==> src/shared/lvx_regs.svh <==
`ifndef LVX_REGS_SVH
`define LVX_REGS_SVH
// ---------------------------------------------------------------
// register offsets
// ---------------------------------------------------------------
`define LVX_OFS_OVERLAY   4'h6
`define LVX_OFS_GRAYEXP   4'h7
`define LVX_OFS_REVMON    4'h8
`define LVX_OFS_SPRITE    4'h9
`define LVX_OFS_XFUNC1    4'h5
`define LVX_OFS_DISPEN    4'hB
// ---------------------------------------------------------------
// field positions
// ---------------------------------------------------------------
`define LVX_X1_UPPER      0
`define LVX_X1_OVLSEL     1
`define LVX_GE_TEXT       0
`define LVX_GE_GFX        1
`define LVX_GE_START_LO   2
`define LVX_GE_DITHER     6
`define LVX_GE_GRAY32     7
`define LVX_SP_WRMODE     0
`define LVX_SP_SWAP       1
`define LVX_SP_PLANE      2
`define LVX_SP_PAGE       3
`define LVX_DE_CRT        1
// ---------------------------------------------------------------
// reset values and constants
// ---------------------------------------------------------------
`define LVX_RST_BYTE      8'h00
`define LVX_REV_PRIMARY   3'h7
`define LVX_VDISP_400     10'h18F
`define LVX_CHAR_16PT     5'h0F
`define LVX_START_MAX     3'h5
`endif

==> src/shared/lvx_pkg.sv <==
package lvx_pkg;
  typedef logic [7:0] lvx_byte_t;
  typedef logic [3:0] lvx_addr_t;
endpackage

==> src/rtl/lvx_aux_regs.sv <==
`timescale 1ns/10ps
`include "lvx_regs.svh"
// How it works
// - upper access on: upper half at B0000-BFFFF, lower stays A0000-AFFFF
// - upper access off: only lower 256K reachable by the CPU
// - page swap exchanges upper and lower page CPU addresses
// - overlay select zero: overlay pattern register ignored
// - overlay: 8-frame cycle, bit one shows upper, zero shows lower
// - mode 13H LCD: gray bit zero 64 shades, one 32; CRT unaffected
// - dither bit zero dithers 13H only; one disables; CRT unaffected
// - start 0..5 is first duplicated line; 6,7 no expand, centering off
// - CRT enabled disables graphics and text expansion
// - graphics expand needs enable, 18FH end, graphics mode, start 0..5
// - all graphics expansion conditions met forces autocentering off
// - text expand needs enable, height 0FH, 18FH end, text mode
// - text expand enable with CRT off forces autocentering off
// - three fixed primary revision bits read back
// - monitor sense inputs read live, unlatched
// - swap and page bits choose sprite group at A000H
// - sprite write goes to plane 1 when plane bit set, else 0
// - swap set: upper sprites at A000H, else at B000H
// - sprite write mode bypasses graphics controller write logic
// - overlay select one enables overlay, zero the extended page
module lvx_aux_regs (
  input  wire logic           ref_clk_in,
  input  wire logic           resetn_in,
  input  wire lvx_pkg::lvx_addr_t reg_addr_in,
  input  wire lvx_pkg::lvx_byte_t reg_wdata_in,
  input  wire logic           reg_wr_in,
  input  wire logic           reg_rd_in,
  output lvx_pkg::lvx_byte_t  reg_rdata_out,
  input  wire logic [2:0]     monitor_sense_inputs_in,
  input  wire logic           ext_page_enable_in,
  input  wire logic           mode13_in,
  input  wire logic           vsync_frame_in,
  input  wire logic [9:0]     vdisp_end_in,
  input  wire logic           graphics_mode_in,
  input  wire logic [4:0]     char_height_in,
  input  wire logic           auto_center_req_in,
  input  wire logic [3:0]     cpu_seg_in,
  output logic               cpu_mem_hit_out,
  output logic               cpu_upper_half_out,
  output logic               show_upper_out,
  output logic               ext_page_active_out,
  output logic               lcd_gray32_out,
  output logic               lcd_dither_out,
  output logic               gfx_expand_out,
  output logic [2:0]         gfx_expand_start_out,
  output logic               text_expand_out,
  output logic               auto_center_out,
  output logic               sprite_bypass_out,
  output logic               sprite_plane_out,
  output logic [1:0]         sprite_group_out,
  output logic               crt_enable_out
);
  import lvx_pkg::*;

  // -------------------------------------------------------------
  // registers
  // -------------------------------------------------------------
  lvx_byte_t overlay_frame_pattern;
  lvx_byte_t lcd_gray_and_expansion_control;
  lvx_byte_t sprite_write_control;
  lvx_byte_t ext_function_1;
  lvx_byte_t display_enable_register;

  always_ff @(posedge ref_clk_in or negedge resetn_in) begin
    if (!resetn_in) begin
      overlay_frame_pattern          <= `LVX_RST_BYTE;
      lcd_gray_and_expansion_control <= `LVX_RST_BYTE;
      sprite_write_control           <= `LVX_RST_BYTE;
      ext_function_1                 <= `LVX_RST_BYTE;
      display_enable_register        <= `LVX_RST_BYTE;
    end else if (reg_wr_in) begin
      unique case (reg_addr_in)
        `LVX_OFS_OVERLAY: overlay_frame_pattern <= reg_wdata_in;
        `LVX_OFS_GRAYEXP: lcd_gray_and_expansion_control <= reg_wdata_in;
        `LVX_OFS_SPRITE:  sprite_write_control <= {4'h0, reg_wdata_in[3:0]};
        `LVX_OFS_XFUNC1:  ext_function_1 <= reg_wdata_in;
        `LVX_OFS_DISPEN:  display_enable_register <= reg_wdata_in;
        default: ;
      endcase
    end
  end

  // -------------------------------------------------------------
  // monitor sense synchroniser
  // -------------------------------------------------------------
  // third stage agreeing with second filters a single-cycle glitch
  logic [2:0] sense_s1;
  logic [2:0] sense_s2;
  logic [2:0] sense_s3;
  logic [2:0] sense_live;

  always_ff @(posedge ref_clk_in or negedge resetn_in) begin
    if (!resetn_in) begin
      sense_s1   <= 3'h7;
      sense_s2   <= 3'h7;
      sense_s3   <= 3'h7;
      sense_live <= 3'h7;
    end else begin
      sense_s1 <= monitor_sense_inputs_in;
      sense_s2 <= sense_s1;
      sense_s3 <= sense_s2;
      if (sense_s2 == sense_s3) begin
        sense_live <= sense_s3;
      end
    end
  end

  // -------------------------------------------------------------
  // read port
  // -------------------------------------------------------------
  lvx_byte_t next_rdata;

  always_comb begin
    unique case (reg_addr_in)
      `LVX_OFS_OVERLAY: next_rdata = overlay_frame_pattern;
      `LVX_OFS_GRAYEXP: next_rdata = lcd_gray_and_expansion_control;
      `LVX_OFS_REVMON:
        next_rdata = {`LVX_REV_PRIMARY, 2'b00, sense_live};
      `LVX_OFS_SPRITE:  next_rdata = sprite_write_control;
      `LVX_OFS_XFUNC1:  next_rdata = ext_function_1;
      `LVX_OFS_DISPEN:  next_rdata = display_enable_register;
      default:          next_rdata = 8'h00;
    endcase
  end

  always_ff @(posedge ref_clk_in or negedge resetn_in) begin
    if (!resetn_in) begin
      reg_rdata_out <= 8'h00;
    end else begin
      reg_rdata_out <= reg_rd_in ? next_rdata : 8'h00;
    end
  end

  // -------------------------------------------------------------
  // decoded control bits
  // -------------------------------------------------------------
  logic       upper_en;
  logic       ovl_sel;
  logic       swap;
  logic       page_sel;
  logic       crt_on;
  logic [2:0] start;
  logic       start_ok;
  logic       vdisp_400;
  logic       gfx_ok;
  logic       text_ok;

  assign upper_en  = ext_function_1[`LVX_X1_UPPER];
  assign ovl_sel   = ext_function_1[`LVX_X1_OVLSEL];
  assign swap      = sprite_write_control[`LVX_SP_SWAP];
  assign page_sel  = sprite_write_control[`LVX_SP_PAGE];
  assign crt_on    = display_enable_register[`LVX_DE_CRT];
  assign start     = lcd_gray_and_expansion_control[`LVX_GE_START_LO +: 3];
  assign start_ok  = (start <= `LVX_START_MAX);
  assign vdisp_400 = (vdisp_end_in == `LVX_VDISP_400);
  assign gfx_ok    = lcd_gray_and_expansion_control[`LVX_GE_GFX]
                     && vdisp_400 && graphics_mode_in
                     && start_ok && !crt_on;
  assign text_ok   = lcd_gray_and_expansion_control[`LVX_GE_TEXT]
                     && (char_height_in == `LVX_CHAR_16PT)
                     && vdisp_400 && !graphics_mode_in
                     && !crt_on;

  // -------------------------------------------------------------
  // CPU window decode
  // -------------------------------------------------------------
  // segment A is lower page, B is upper page unless swapped
  logic seg_a;
  logic seg_b;
  assign seg_a = (cpu_seg_in == 4'hA);
  assign seg_b = (cpu_seg_in == 4'hB);

  always_ff @(posedge ref_clk_in or negedge resetn_in) begin
    if (!resetn_in) begin
      cpu_mem_hit_out    <= 1'b0;
      cpu_upper_half_out <= 1'b0;
    end else begin
      cpu_mem_hit_out    <= seg_a || (seg_b && upper_en);
      cpu_upper_half_out <= upper_en && (swap ? seg_a : seg_b);
    end
  end

  // -------------------------------------------------------------
  // overlay frame sequencer
  // -------------------------------------------------------------
  logic [2:0] frame_idx;
  logic       vs_d;

  always_ff @(posedge ref_clk_in or negedge resetn_in) begin
    if (!resetn_in) begin
      frame_idx <= 3'h0;
      vs_d      <= 1'b0;
    end else begin
      vs_d <= vsync_frame_in;
      if (vsync_frame_in && !vs_d) begin
        frame_idx <= frame_idx + 3'h1;
      end
    end
  end

  always_ff @(posedge ref_clk_in or negedge resetn_in) begin
    if (!resetn_in) begin
      show_upper_out      <= 1'b0;
      ext_page_active_out <= 1'b0;
    end else begin
      show_upper_out      <= ovl_sel
                             && overlay_frame_pattern[frame_idx];
      ext_page_active_out <= !ovl_sel && ext_page_enable_in;
    end
  end

  // -------------------------------------------------------------
  // LCD gray, dither and expansion outputs
  // -------------------------------------------------------------
  always_ff @(posedge ref_clk_in or negedge resetn_in) begin
    if (!resetn_in) begin
      lcd_gray32_out       <= 1'b0;
      lcd_dither_out       <= 1'b0;
      gfx_expand_out       <= 1'b0;
      gfx_expand_start_out <= 3'h0;
      text_expand_out      <= 1'b0;
      auto_center_out      <= 1'b0;
      crt_enable_out       <= 1'b0;
    end else begin
      lcd_gray32_out  <= mode13_in && !crt_on
                         && lcd_gray_and_expansion_control[`LVX_GE_GRAY32];
      lcd_dither_out  <= mode13_in && !crt_on
                         && !lcd_gray_and_expansion_control[`LVX_GE_DITHER];
      gfx_expand_out       <= gfx_ok;
      gfx_expand_start_out <= start;
      text_expand_out      <= text_ok;
      // start 6/7 with the rest met still blocks centering
      auto_center_out <= auto_center_req_in
        && !(lcd_gray_and_expansion_control[`LVX_GE_GFX] && vdisp_400
             && graphics_mode_in && !crt_on)
        && !(lcd_gray_and_expansion_control[`LVX_GE_TEXT]
             && !crt_on);
      crt_enable_out <= crt_on;
    end
  end

  // -------------------------------------------------------------
  // sprite write steering
  // -------------------------------------------------------------
  // sprites 0..255 overlap standard memory; software avoids them
  always_ff @(posedge ref_clk_in or negedge resetn_in) begin
    if (!resetn_in) begin
      sprite_bypass_out <= 1'b0;
      sprite_plane_out  <= 1'b0;
      sprite_group_out  <= 2'h0;
    end else begin
      sprite_bypass_out <= sprite_write_control[`LVX_SP_WRMODE];
      sprite_plane_out  <= sprite_write_control[`LVX_SP_PLANE];
      sprite_group_out  <= {swap, page_sel};
    end
  end

endmodule // lvx_aux_regs

==> config.mk <==
export PLATFORM = sky130hd
export DESIGN_NAME = lvx_aux_regs
export DESIGN_NICKNAME = d
export VERILOG_FILES = /design/src/shared/lvx_pkg.sv /design/src/rtl/lvx_aux_regs.sv
export VERILOG_INCLUDE_DIRS = /design/src /design/src/shared
export SDC_FILE = /design/constraint.sdc
export NUM_CORES = 1
export LEC_CHECK = 0
export ABC_AREA = 1
export BUFFER_PORTS_ARGS = -buffer_cell sky130_fd_sc_hd__buf_2
export CAP_MARGIN = 15
export CORE_MARGIN = 4
export CORE_UTILIZATION = 53
export CTS_CLUSTER_DIAMETER = 100
export DETAILED_ROUTE_END_ITERATION = 7
export PLACE_DENSITY = 0.74
export SYNTH_ARGS = -nofsm -noshare
export SYNTH_HDL_FRONTEND = slang
export SYNTH_SLANG_ARGS = --single-unit
==> constraint.sdc <==
create_clock -name ref_clk_in -period 2.9 [get_ports ref_clk_in]
set_input_delay 0.435 -clock ref_clk_in [delete_from_list [all_inputs] [get_ports ref_clk_in]]
set_output_delay 0.435 -clock ref_clk_in [all_outputs]
set_load 0.01 [all_outputs]
# Word level (Yosys, flattened, before mapping)
# Cells that the tools add are included.
# Widths: inputs -> output; s select.
[classes]
addsub = 1
eq_ne = 11
muxes = 5
reduce_logical = 33
order_cmp = 2
[op_table]
columns = ["operator", "n"]
rows = [
  ["$pmux 8 s6", 1],
  ["$eq 4x4->1 const B", 5],
  ["$logic_and 1x1->1", 20],
  ["$eq 4x3->1 const B", 3],
  ["$eq 10x9->1 const B", 1],
  ["$reduce_and 2->1", 5],
  ["$mux 8", 1],
  ["$logic_not 1->1", 7],
  ["$eq 5x4->1 const B", 1],
  ["$lt 3x4->1 const B", 1],
  ["$add 3x1->3 const B", 1],
  ["$bmux 1 s3", 1],
  ["$eq 3x3->1", 1],
  ["$le 3x3->1 const B", 1],
  ["$mux 1", 2],
  ["$logic_or 1x1->1", 1],
]
[word_totals]
out_inout_bits = 25
word_cells = 78
inputBits = 43
reg_bits = 77

# Logic depth before layout (Yosys ltp)
# Gate-level depths: netlist of run 1.
[depth]
depth_word = 7
depth_mapped = 7
mapped_depth_nobuf = 7

# Least setup slack after synthesis of run 1
# No wires, ideal clock.
[synth_timing]
kind = "input to register"
startpoint = "input port reg_addr_in[2]"
endpoint = "register ext_function_1[5]"
path_buffers = 1
setup_slack_ps = 1634
setup_time_ps = 121
arrival_ps = 1145
required_time_ps = 2779
stages = 6
cell_sequence = "inv_1 nor2_4 nand3_2 buf_6 nand2_1 o21ai_2"
[synth_between]
elab_chain_len = 2
[synth_rtl]
columns = ["element", "line_no", "text"]
rows = [
  ["start, declared", "lvx_aux_regs.sv:27", "input wire lvx_pkg::lvx_addr_t reg_addr_in,"],
  ["$eq 4x3->1", "lvx_aux_regs.sv:75", "unique case (reg_addr_in)"],
  ["$reduce_and 2->1 (no source line)", "-", ""],
  ["end signal, assigned", "lvx_aux_regs.sv:72", "ext_function_1 <= `LVX_RST_BYTE;"],
  ["end signal, assigned", "lvx_aux_regs.sv:79", "`LVX_OFS_XFUNC1: ext_function_1 <= reg_wdata_in;"],
  ["end, declared", "lvx_aux_regs.sv:64", "lvx_byte_t ext_function_1;"],
]
# No other way between the ends.
# A chain may end at the register's enable or synchronous reset.

# Worst setup path after layout of run 1
[layout_timing]
startpoint = "input port reg_addr_in[3]"
endpoint = "register sprite_write_control[1]"
[layout_between]
elab_chain_len = 2
[layout_rtl]
columns = ["element", "line_no", "text"]
rows = [
  ["$eq 4x4->1", "lvx_aux_regs.sv:75", ""],
  ["$reduce_and 2->1 (no source line)", "-", ""],
  ["end signal, assigned", "lvx_aux_regs.sv:71", "sprite_write_control <= `LVX_RST_BYTE;"],
  ["end signal, assigned", "lvx_aux_regs.sv:78", "`LVX_OFS_SPRITE: sprite_write_control <= {4'h0, reg_wdata_in[3:0]};"],
  ["end, declared", "lvx_aux_regs.sv:63", "lvx_byte_t sprite_write_control;"],
]
# No other way between the ends.

==> results of run 1 <==
-- worst max-delay path by stage --
stage / from / endpoint / depth (start not counted)
6_report: reg_addr_in[3] / sprite_write_control[1]$_DFFE_PN0P_ / 5
4_1_cts: reg_addr_in[3] / sprite_write_control[1]$_DFFE_PN0P_ / 5
3_5_place_dp: reg_addr_in[3] / sprite_write_control[1]$_DFFE_PN0P_ / 5
2_1_floorplan: reg_addr_in[2] / ext_function_1[5]$_DFFE_PN0P_ / 6
5_1_grt: reg_addr_in[3] / sprite_write_control[1]$_DFFE_PN0P_ / 5
3_3_place_gp: reg_addr_in[3] / sprite_write_control[1]$_DFFE_PN0P_ / 6
-- through the flow --
stage,instances,setup slack [ps]
after CTS,481,1390
after global placement,465,1120
after detailed placement,465,1010
final,481,1320
after global routing,481,1180
after floorplan,331,1630
-- kinds of logic (layout without fill, tap and decap cells) --
| family | count (synthesis) | in the layout | share of synthesized area [%] |
|---|---|---|---|
| simple gates | 152 | 152 | 21.8 |
| flops | 77 | 77 | 58.9 |
| compound gates | 55 | 55 | 11.2 |
| buf+inv | 40 | 115 | 6.03 |
| xor+xnor | 5 | 5 | 1.33 |
| fa+ha+maj | 1 | 1 | 0.379 |
| mux | 1 | 1 | 0.342 |
-- per-layer routing --
metal	vias to the layer above	GRT usage (%)
li1	1218	-
met1	1121	27.4
met2	91	27.9
met3	12	5.49
met4	0	8.50
met5	-	0
-- power by group through the flow --
| stage | logic, W | registers (W) | clock network [W] |
|---|---|---|---|
| 6_report | 0.000424 | 0.00142 | 0.000713 |
| 5_1_grt | 0.000497 | 0.00144 | 0.000793 |
| 4_1_cts | 0.000432 | 0.00141 | 0.000736 |
| 3_5_place_dp | 0.000431 | 0.00143 | 0 |
| 3_3_place_gp | 0.000415 | 0.00143 | 0 |
| 2_1_floorplan | 0.000287 | 0.00140 | 0 |
-- critical path: stages --
cell and delay, ps:
sky130_fd_sc_hd__buf_2 120, sky130_fd_sc_hd__inv_1 60, sky130_fd_sc_hd__nor2_1 580, sky130_fd_sc_hd__nand3_1 370, sky130_fd_sc_hd__o21ai_0 280
-- flip-flops by register name (all words and copies together), names as in the netlist, 2 cells and up --
signal / count
sense_s3: 3
sprite_write_control: 4
display_enable_register: 8
sense_live: 3
sprite_group_out: 2
reg_rdata_out: 8
lcd_gray_and_expansion_control: 8
overlay_frame_pattern: 8
frame_idx: 3
gfx_expand_start_out: 3
ext_function_1: 8
sense_s2: 3
sense_s1: 3
-- cells in the final DEF (no fill, tap or decap), drive strengths merged, types with 3 or more instances in the layout --
cell	Yosys	final
a21oi	7	7
clkbuf	1	10
xnor2	3	3
nor3	3	3
dfstp	12	12
nor2	30	30
o21ai	46	46
nand3	37	37
nand2	76	76
buf	7	67
dfrtp	65	65
inv	32	32
clkinv	0	4
-- cell type report --
| type | count | area [sq um] | area share (%) |
|---|---|---|---|
| Inverter | 32 | 120 | 3.14 |
| Multi-Input combinational cell | 214 | 1160 | 30.2 |
| Sequential cell | 77 | 1940 | 50.8 |
| Tap cell | 75 | 93.8 | 2.45 |
| Timing Repair Buffer | 67 | 338 | 8.83 |
| Clock buffer | 10 | 138 | 3.60 |
| Clock inverter | 6 | 38.8 | 1.01 |
==> impl_metrics.py, run 1 <==
metrics = {
    "yosys": {
        "syn_nets": 375,
        "synthArstFlopShare_pct": 100,
        "synth_top_area_share_pct": 49.3,
        "synth.top_cells.by_area": "sky130_fd_sc_hd__dfrtp_1 (49%), sky130_fd_sc_hd__dfstp_2 (9.6%), sky130_fd_sc_hd__nand2_1 (8.2%), sky130_fd_sc_hd__o21ai_2 (6.4%), sky130_fd_sc_hd__nand3_1 (5.2%)",
        "ys_dominant_reg_cell": "sky130_fd_sc_hd__dfrtp_1",
        "synth_common_cells": "sky130_fd_sc_hd__nand2_1 (72), sky130_fd_sc_hd__dfrtp_1 (65), sky130_fd_sc_hd__nand3_1 (34)",
        "synth-seq-cells": 77,
        "synthesized_netlist_cell_count": 331,
        "synth_largest_area_cell": "sky130_fd_sc_hd__dfrtp_1",
        "synth.most_common_cell": "sky130_fd_sc_hd__nand2_1",
        "synth-edff-count": 0,
        "mappedNetlistArea_sq_um": 3300,
        "synth-seq-area-share_pct": 58.9,
        "synthDistinctLibCells": 29,
        "synthesis.area_per_instance_sq_um": 9.96,
        "number_of_warning_messages_in_the_yosys_log": 0,
    },
    "timing": {
        "hold_viol_final": 0,
        "finalMaxSlewViolations": 0,
        "rsz0062_at_grt": "false",
        "min_clock_period_post_route_ps": 1580,
        "max_clock_freq_mhz": 632,
        "layout_worst_path_cycle_share_pct": 54.6,
        "fin_setup_tns_ps": 0,
        "holdWs_ps": 176,
        "worst_slew_pin_slew_ps": 910,
        "relative_max_transition_margin_pct": 39.4,
        "timing.clock.skew_ps": 4.78,
        "setup_viol_count_final": 0,
    },
    "finish": {
        "final_area_sq_um": 3830,
        "final.fill_count": 506,
        "finalCoreUtilization_pct": 63.9,
        "fin_nets": 445,
        "antenna-diode-count": 0,
        "layout-drive-gt1-share_pct": 32.5,
        "area_growth_syn_to_layout_pct": 16.1,
    },
    "detailed_routing": {
        "detail_route.wirelength_microns": 6570,
        "routed_vias": 2442,
        "first_pass_iters": 4,
        "dr_wl_met2_microns": 2960,
        "wl_met3_microns": 480,
        "drc": 0,
        "route.top_layer_used": "met4",
        "route.detailed.wl_per_inst_microns": 13.7,
        "routedLengthMet1_microns": 3000,
        "initialDrtViolationCount": 177,
        "ant_nets": 0,
        "drt-vias-per-instance": 5.08,
    },
    "worst_setup_path": {
        "r2r_start": "frame_idx[0]$_DFFE_PN0P_",
        "critPathArrivalTime_ps": 1840,
        "peak_fanout_along_the_critical_path": 12,
        "worstRegToRegCells": 2,
        "crit_path_end_kind": "flip-flop",
        "regToRegEndpoint": "frame_idx[1]$_DFFE_PN0P_",
        "setup.worst_path.start_class": "input pin",
        "rrSetupSlack_ps": 1730,
        "worst-setup-path-type": "in -> reg",
        "timing.critical_path.required_ps": 3160,
    },
    "placement": {
        "place.gp.congestion": 0.894,
        "io_buffers": 67,
        "detailed_place_hpwl_microns": 4770,
        "place_area_sq_um": 3650,
    },
    "power": {
        "report.power.total_w": 0.00255,
        "largest_vdd_supply_drop_mv": 0.355,
        "cellPowerDensity_nw_per_um2": 667,
        "swShare_pct": 29.9,
        "share_clk_of_total_power_pct": 27.9,
        "cellInternalPower_w": 0.00179,
        "p_sw_w": 0.000764,
        "combinational_power_share_pct": 16.6,
        "power.share.sequential_pct": 55.4,
        "leakagePower_nw": 1.98,
    },
    "hold_path": {
        "hold_start": "monitor_sense_inputs_in[2]",
        "hold_end": "sense_s1[2]$_DFF_PN1_",
        "worst_hold_path_type": "in -> reg",
        "holdPathStages": 1,
    },
    "grt": {
        "antenna_found_initial": 0,
        "vias_in_the_first_global_route": 2361,
        "grtUsageTotal_pct": 19.3,
        "overflow": 0,
        "first_pass_grt_wire_length_microns": 11000,
        "pin_count_of_the_biggest_net_entering_global_routing": 78,
    },
    "clock_network": {
        "post_cts_resize_count": 0,
        "insertion_delay_ps": 350,
        "tritoncts": "yes",
        "cts_num_sinks": 77,
        "clk_pin_slew_ps": 80,
        "tritoncts.num_buffers": 9,
        "ctsRootBufferMaster": "sky130_fd_sc_hd__clkbuf_8",
        "ctsLongestPathBuffers": 2,
        "htree_levels": 3,
        "postCtsSetupBuffers": 0,
        "post_cts_hold_buffer_count": 0,
    },
    "floorplan": {
        "fp.dieArea_sq_um": 7550,
        "floorplan.initialDensity_pct": 55.0,
        "fp.dieH_microns": 86.9,
        "floorplan.die.width_microns": 86.9,
        "rows": 28,
        "total_core_area_sq_um": 5990,
        "boundaryPins": 68,
    },
    "flow_run": {
        "maxcap_violations": 0,
    },
    "run_status": {
        "run_status": "finished, final reports clean",
    },
}
Note: power is estimated with default switching activity, not from simulation.
==> run 2, diff against run 1 <==
- CORE_UTILIZATION: 53 -> 49
- PLACE_DENSITY: 0.74 -> 0.71
- clock period: 2.9 -> 1.3 ns (I/O delays scaled with it)
==> run 2 against run 1 <==
Effect of this change: clock power increased to 2.7 times the previous value; critical endpoint is now frame_idx[1]$_DFFE_PN0P_; worst hold slack got worse by 140 ps; combinational power grew 140%; sequential share of layout area down 2.2 points; global-route usage down 0.99 points; sequential power grew 120%; non-clock buffer count up 11.
==> impl_metrics.py, run 2 (synthesis gave the netlist of run 1 again) <==
metrics = {
    "finish": {
        "mostFrequentLayoutCells": "sky130_fd_sc_hd__nand2_1 (72), sky130_fd_sc_hd__buf_2 (66), sky130_fd_sc_hd__dfrtp_1 (65)",
        "layout-drive-gt1-share_pct": 32.9,
        "antenna-diode-count": 0,
        "fin_nets": 456,
        "area_growth_syn_to_layout_pct": 21.2,
        "final_common_cell": "sky130_fd_sc_hd__nand2_1",
    },
    "clock_network": {
        "post_cts_resize_count": 0,
        "insertion_delay_ps": 350,
        "post_cts_hold_buffer_count": 5,
        "tritoncts": "yes",
        "tritoncts.num_buffers": 9,
        "cts_num_sinks": 77,
        "ctsRootBufferMaster": "sky130_fd_sc_hd__clkbuf_8",
        "htree_levels": 3,
        "clk_pin_slew_ps": 80,
        "postCtsSetupBuffers": 0,
        "ctsLongestPathBuffers": 2,
    },
    "worst_setup_path": {
        "peak_fanout_along_the_critical_path": 9,
        "r2r_start": "frame_idx[0]$_DFFE_PN0P_",
        "critPathArrivalTime_ps": 1420,
        "setup.worst_path.start_class": "flip-flop",
        "worst-setup-path-type": "reg -> reg",
        "crit_start": "frame_idx[0]$_DFFE_PN0P_",
        "timing.critical_path.required_ps": 1550,
        "crit_path_end_kind": "flip-flop",
    },
    "power": {
        "largest_vdd_supply_drop_mv": 0.754,
        "report.power.total_w": 0.00604,
        "p_sw_w": 0.00171,
        "swShare_pct": 28.3,
        "combinational_power_share_pct": 16.6,
        "cellPowerDensity_nw_per_um2": 1510,
        "power.share.sequential_pct": 52.1,
        "leakagePower_nw": 2.06,
        "cellInternalPower_w": 0.00433,
        "share_clk_of_total_power_pct": 31.3,
    },
    "floorplan": {
        "rows": 29,
        "floorplan.die.width_microns": 90.0,
        "fp.dieH_microns": 90.0,
        "boundaryPins": 68,
        "floorplan.initialDensity_pct": 51.0,
        "total_core_area_sq_um": 6460,
        "fp.dieArea_sq_um": 8100,
    },
    "detailed_routing": {
        "initialDrtViolationCount": 154,
        "routed_vias": 2528,
        "ant_nets": 0,
        "first_pass_iters": 4,
        "drt-vias-per-instance": 5.12,
        "drc": 0,
        "detail_route.wirelength_microns": 6840,
        "route.detailed.wl_per_inst_microns": 13.8,
    },
    "grt": {
        "vias_in_the_first_global_route": 2458,
        "grtUsageTotal_pct": 18.3,
        "overflow": 0,
        "pin_count_of_the_biggest_net_entering_global_routing": 33,
        "first_pass_grt_wire_length_microns": 11900,
        "antenna_found_initial": 0,
    },
    "timing": {
        "relative_max_transition_margin_pct": 78.8,
        "holdWs_ps": 36.7,
        "setup_viol_count_final": 0,
        "finalMaxSlewViolations": 0,
        "timing.clock.skew_ps": 6.82,
        "layout_worst_path_cycle_share_pct": 89.9,
        "rsz0062_at_grt": "false",
        "max_clock_freq_mhz": 856,
        "min_clock_period_post_route_ps": 1170,
        "fin_setup_tns_ps": 0,
        "hold_viol_final": 0,
        "worst_slew_pin_slew_ps": 318,
    },
    "placement": {
        "place.gp.congestion": 0.836,
        "detailed_place_hpwl_microns": 5070,
        "io_buffers": 67,
    },
    "flow_run": {
        "maxcap_violations": 0,
    },
    "run_status": {
        "run_status": "finished, final reports clean",
    },
    "hold_path": {
        "worst_hold_path_type": "in -> reg",
        "hold_start": "cpu_seg_in[0]",
    },
}
## run 2: layer usage
layer  part of all wire (%)  wire length [microns]  vias to the layer above  global-route usage, %
met5                      0                      0                        -                      0
met4                    1.7                    116                        0                   8.04
met3                    6.9                    471                       10                   3.92
met2                     45                   3060                       85                   27.8
met1                     47                   3190                     1180                   25.5
li1                       -                      -                     1253                      -
## run 2: path summary, 6_finish.rpt
| kind | end | slack (ps) | cells after the start |
|---|---|---|---|
| max | frame_idx[1]$_DFFE_PN0P_ | 130 | 2 |
| min | cpu_mem_hit_out$_DFF_PN0_ | 40 | 2 |
| max reg2reg | frame_idx[1]$_DFFE_PN0P_ | 130 | 2 |
| min reg2reg | sense_s2[1]$_DFF_PN1_ | 360 | 0 |
| max in group asynchronous | sense_live[0]$_DFFE_PN1N_ | 470 | 3 |
| min in group asynchronous | sprite_plane_out$_DFF_PN0_ | 300 | 2 |
## run 2: through the flow
| step | setup slack (ps) | area (sq um) | instances | utilization, % |
|---|---|---|---|---|
| after floorplan | 229 | 3300 | 331 | - |
| after CTS | 139 | 4000 | 494 | 61.9 |
| after global routing | 35.1 | 4000 | 494 | 61.9 |
| after global placement | 112 | 3730 | 473 | 57.8 |
| final | 132 | 4000 | 494 | 61.9 |
| after detailed placement | 58.6 | 3730 | 473 | 57.8 |
## run 2: worst max-delay path, cell delays in order (launching register included)
cell and delay [ps]:
sky130_fd_sc_hd__dfrtp_1 480, sky130_fd_sc_hd__ha_1 320, sky130_fd_sc_hd__mux2_2 260
## run 2: final cells by class
class | count | area [sq um]
tap | 77 | 96.3
multi-input combinational | 214 | 1160
clock inverter | 3 | 42.5
inverter | 32 | 120
sequential | 77 | 1940
clock buffer | 13 | 169
fill | 543 | 2460
timing repair buffer | 78 | 470
## run 2: power by group through the flow
stage | registers, W | clock network [W] | logic [W]
6_report | 0.00315 | 0.00189 | 0.00100
5_1_grt | 0.00320 | 0.00206 | 0.00115
4_1_cts | 0.00314 | 0.00193 | 0.00102
3_5_place_dp | 0.00318 | 0 | 0.00101
3_3_place_gp | 0.00317 | 0 | 0.000958
2_1_floorplan | 0.00313 | 0 | 0.000641
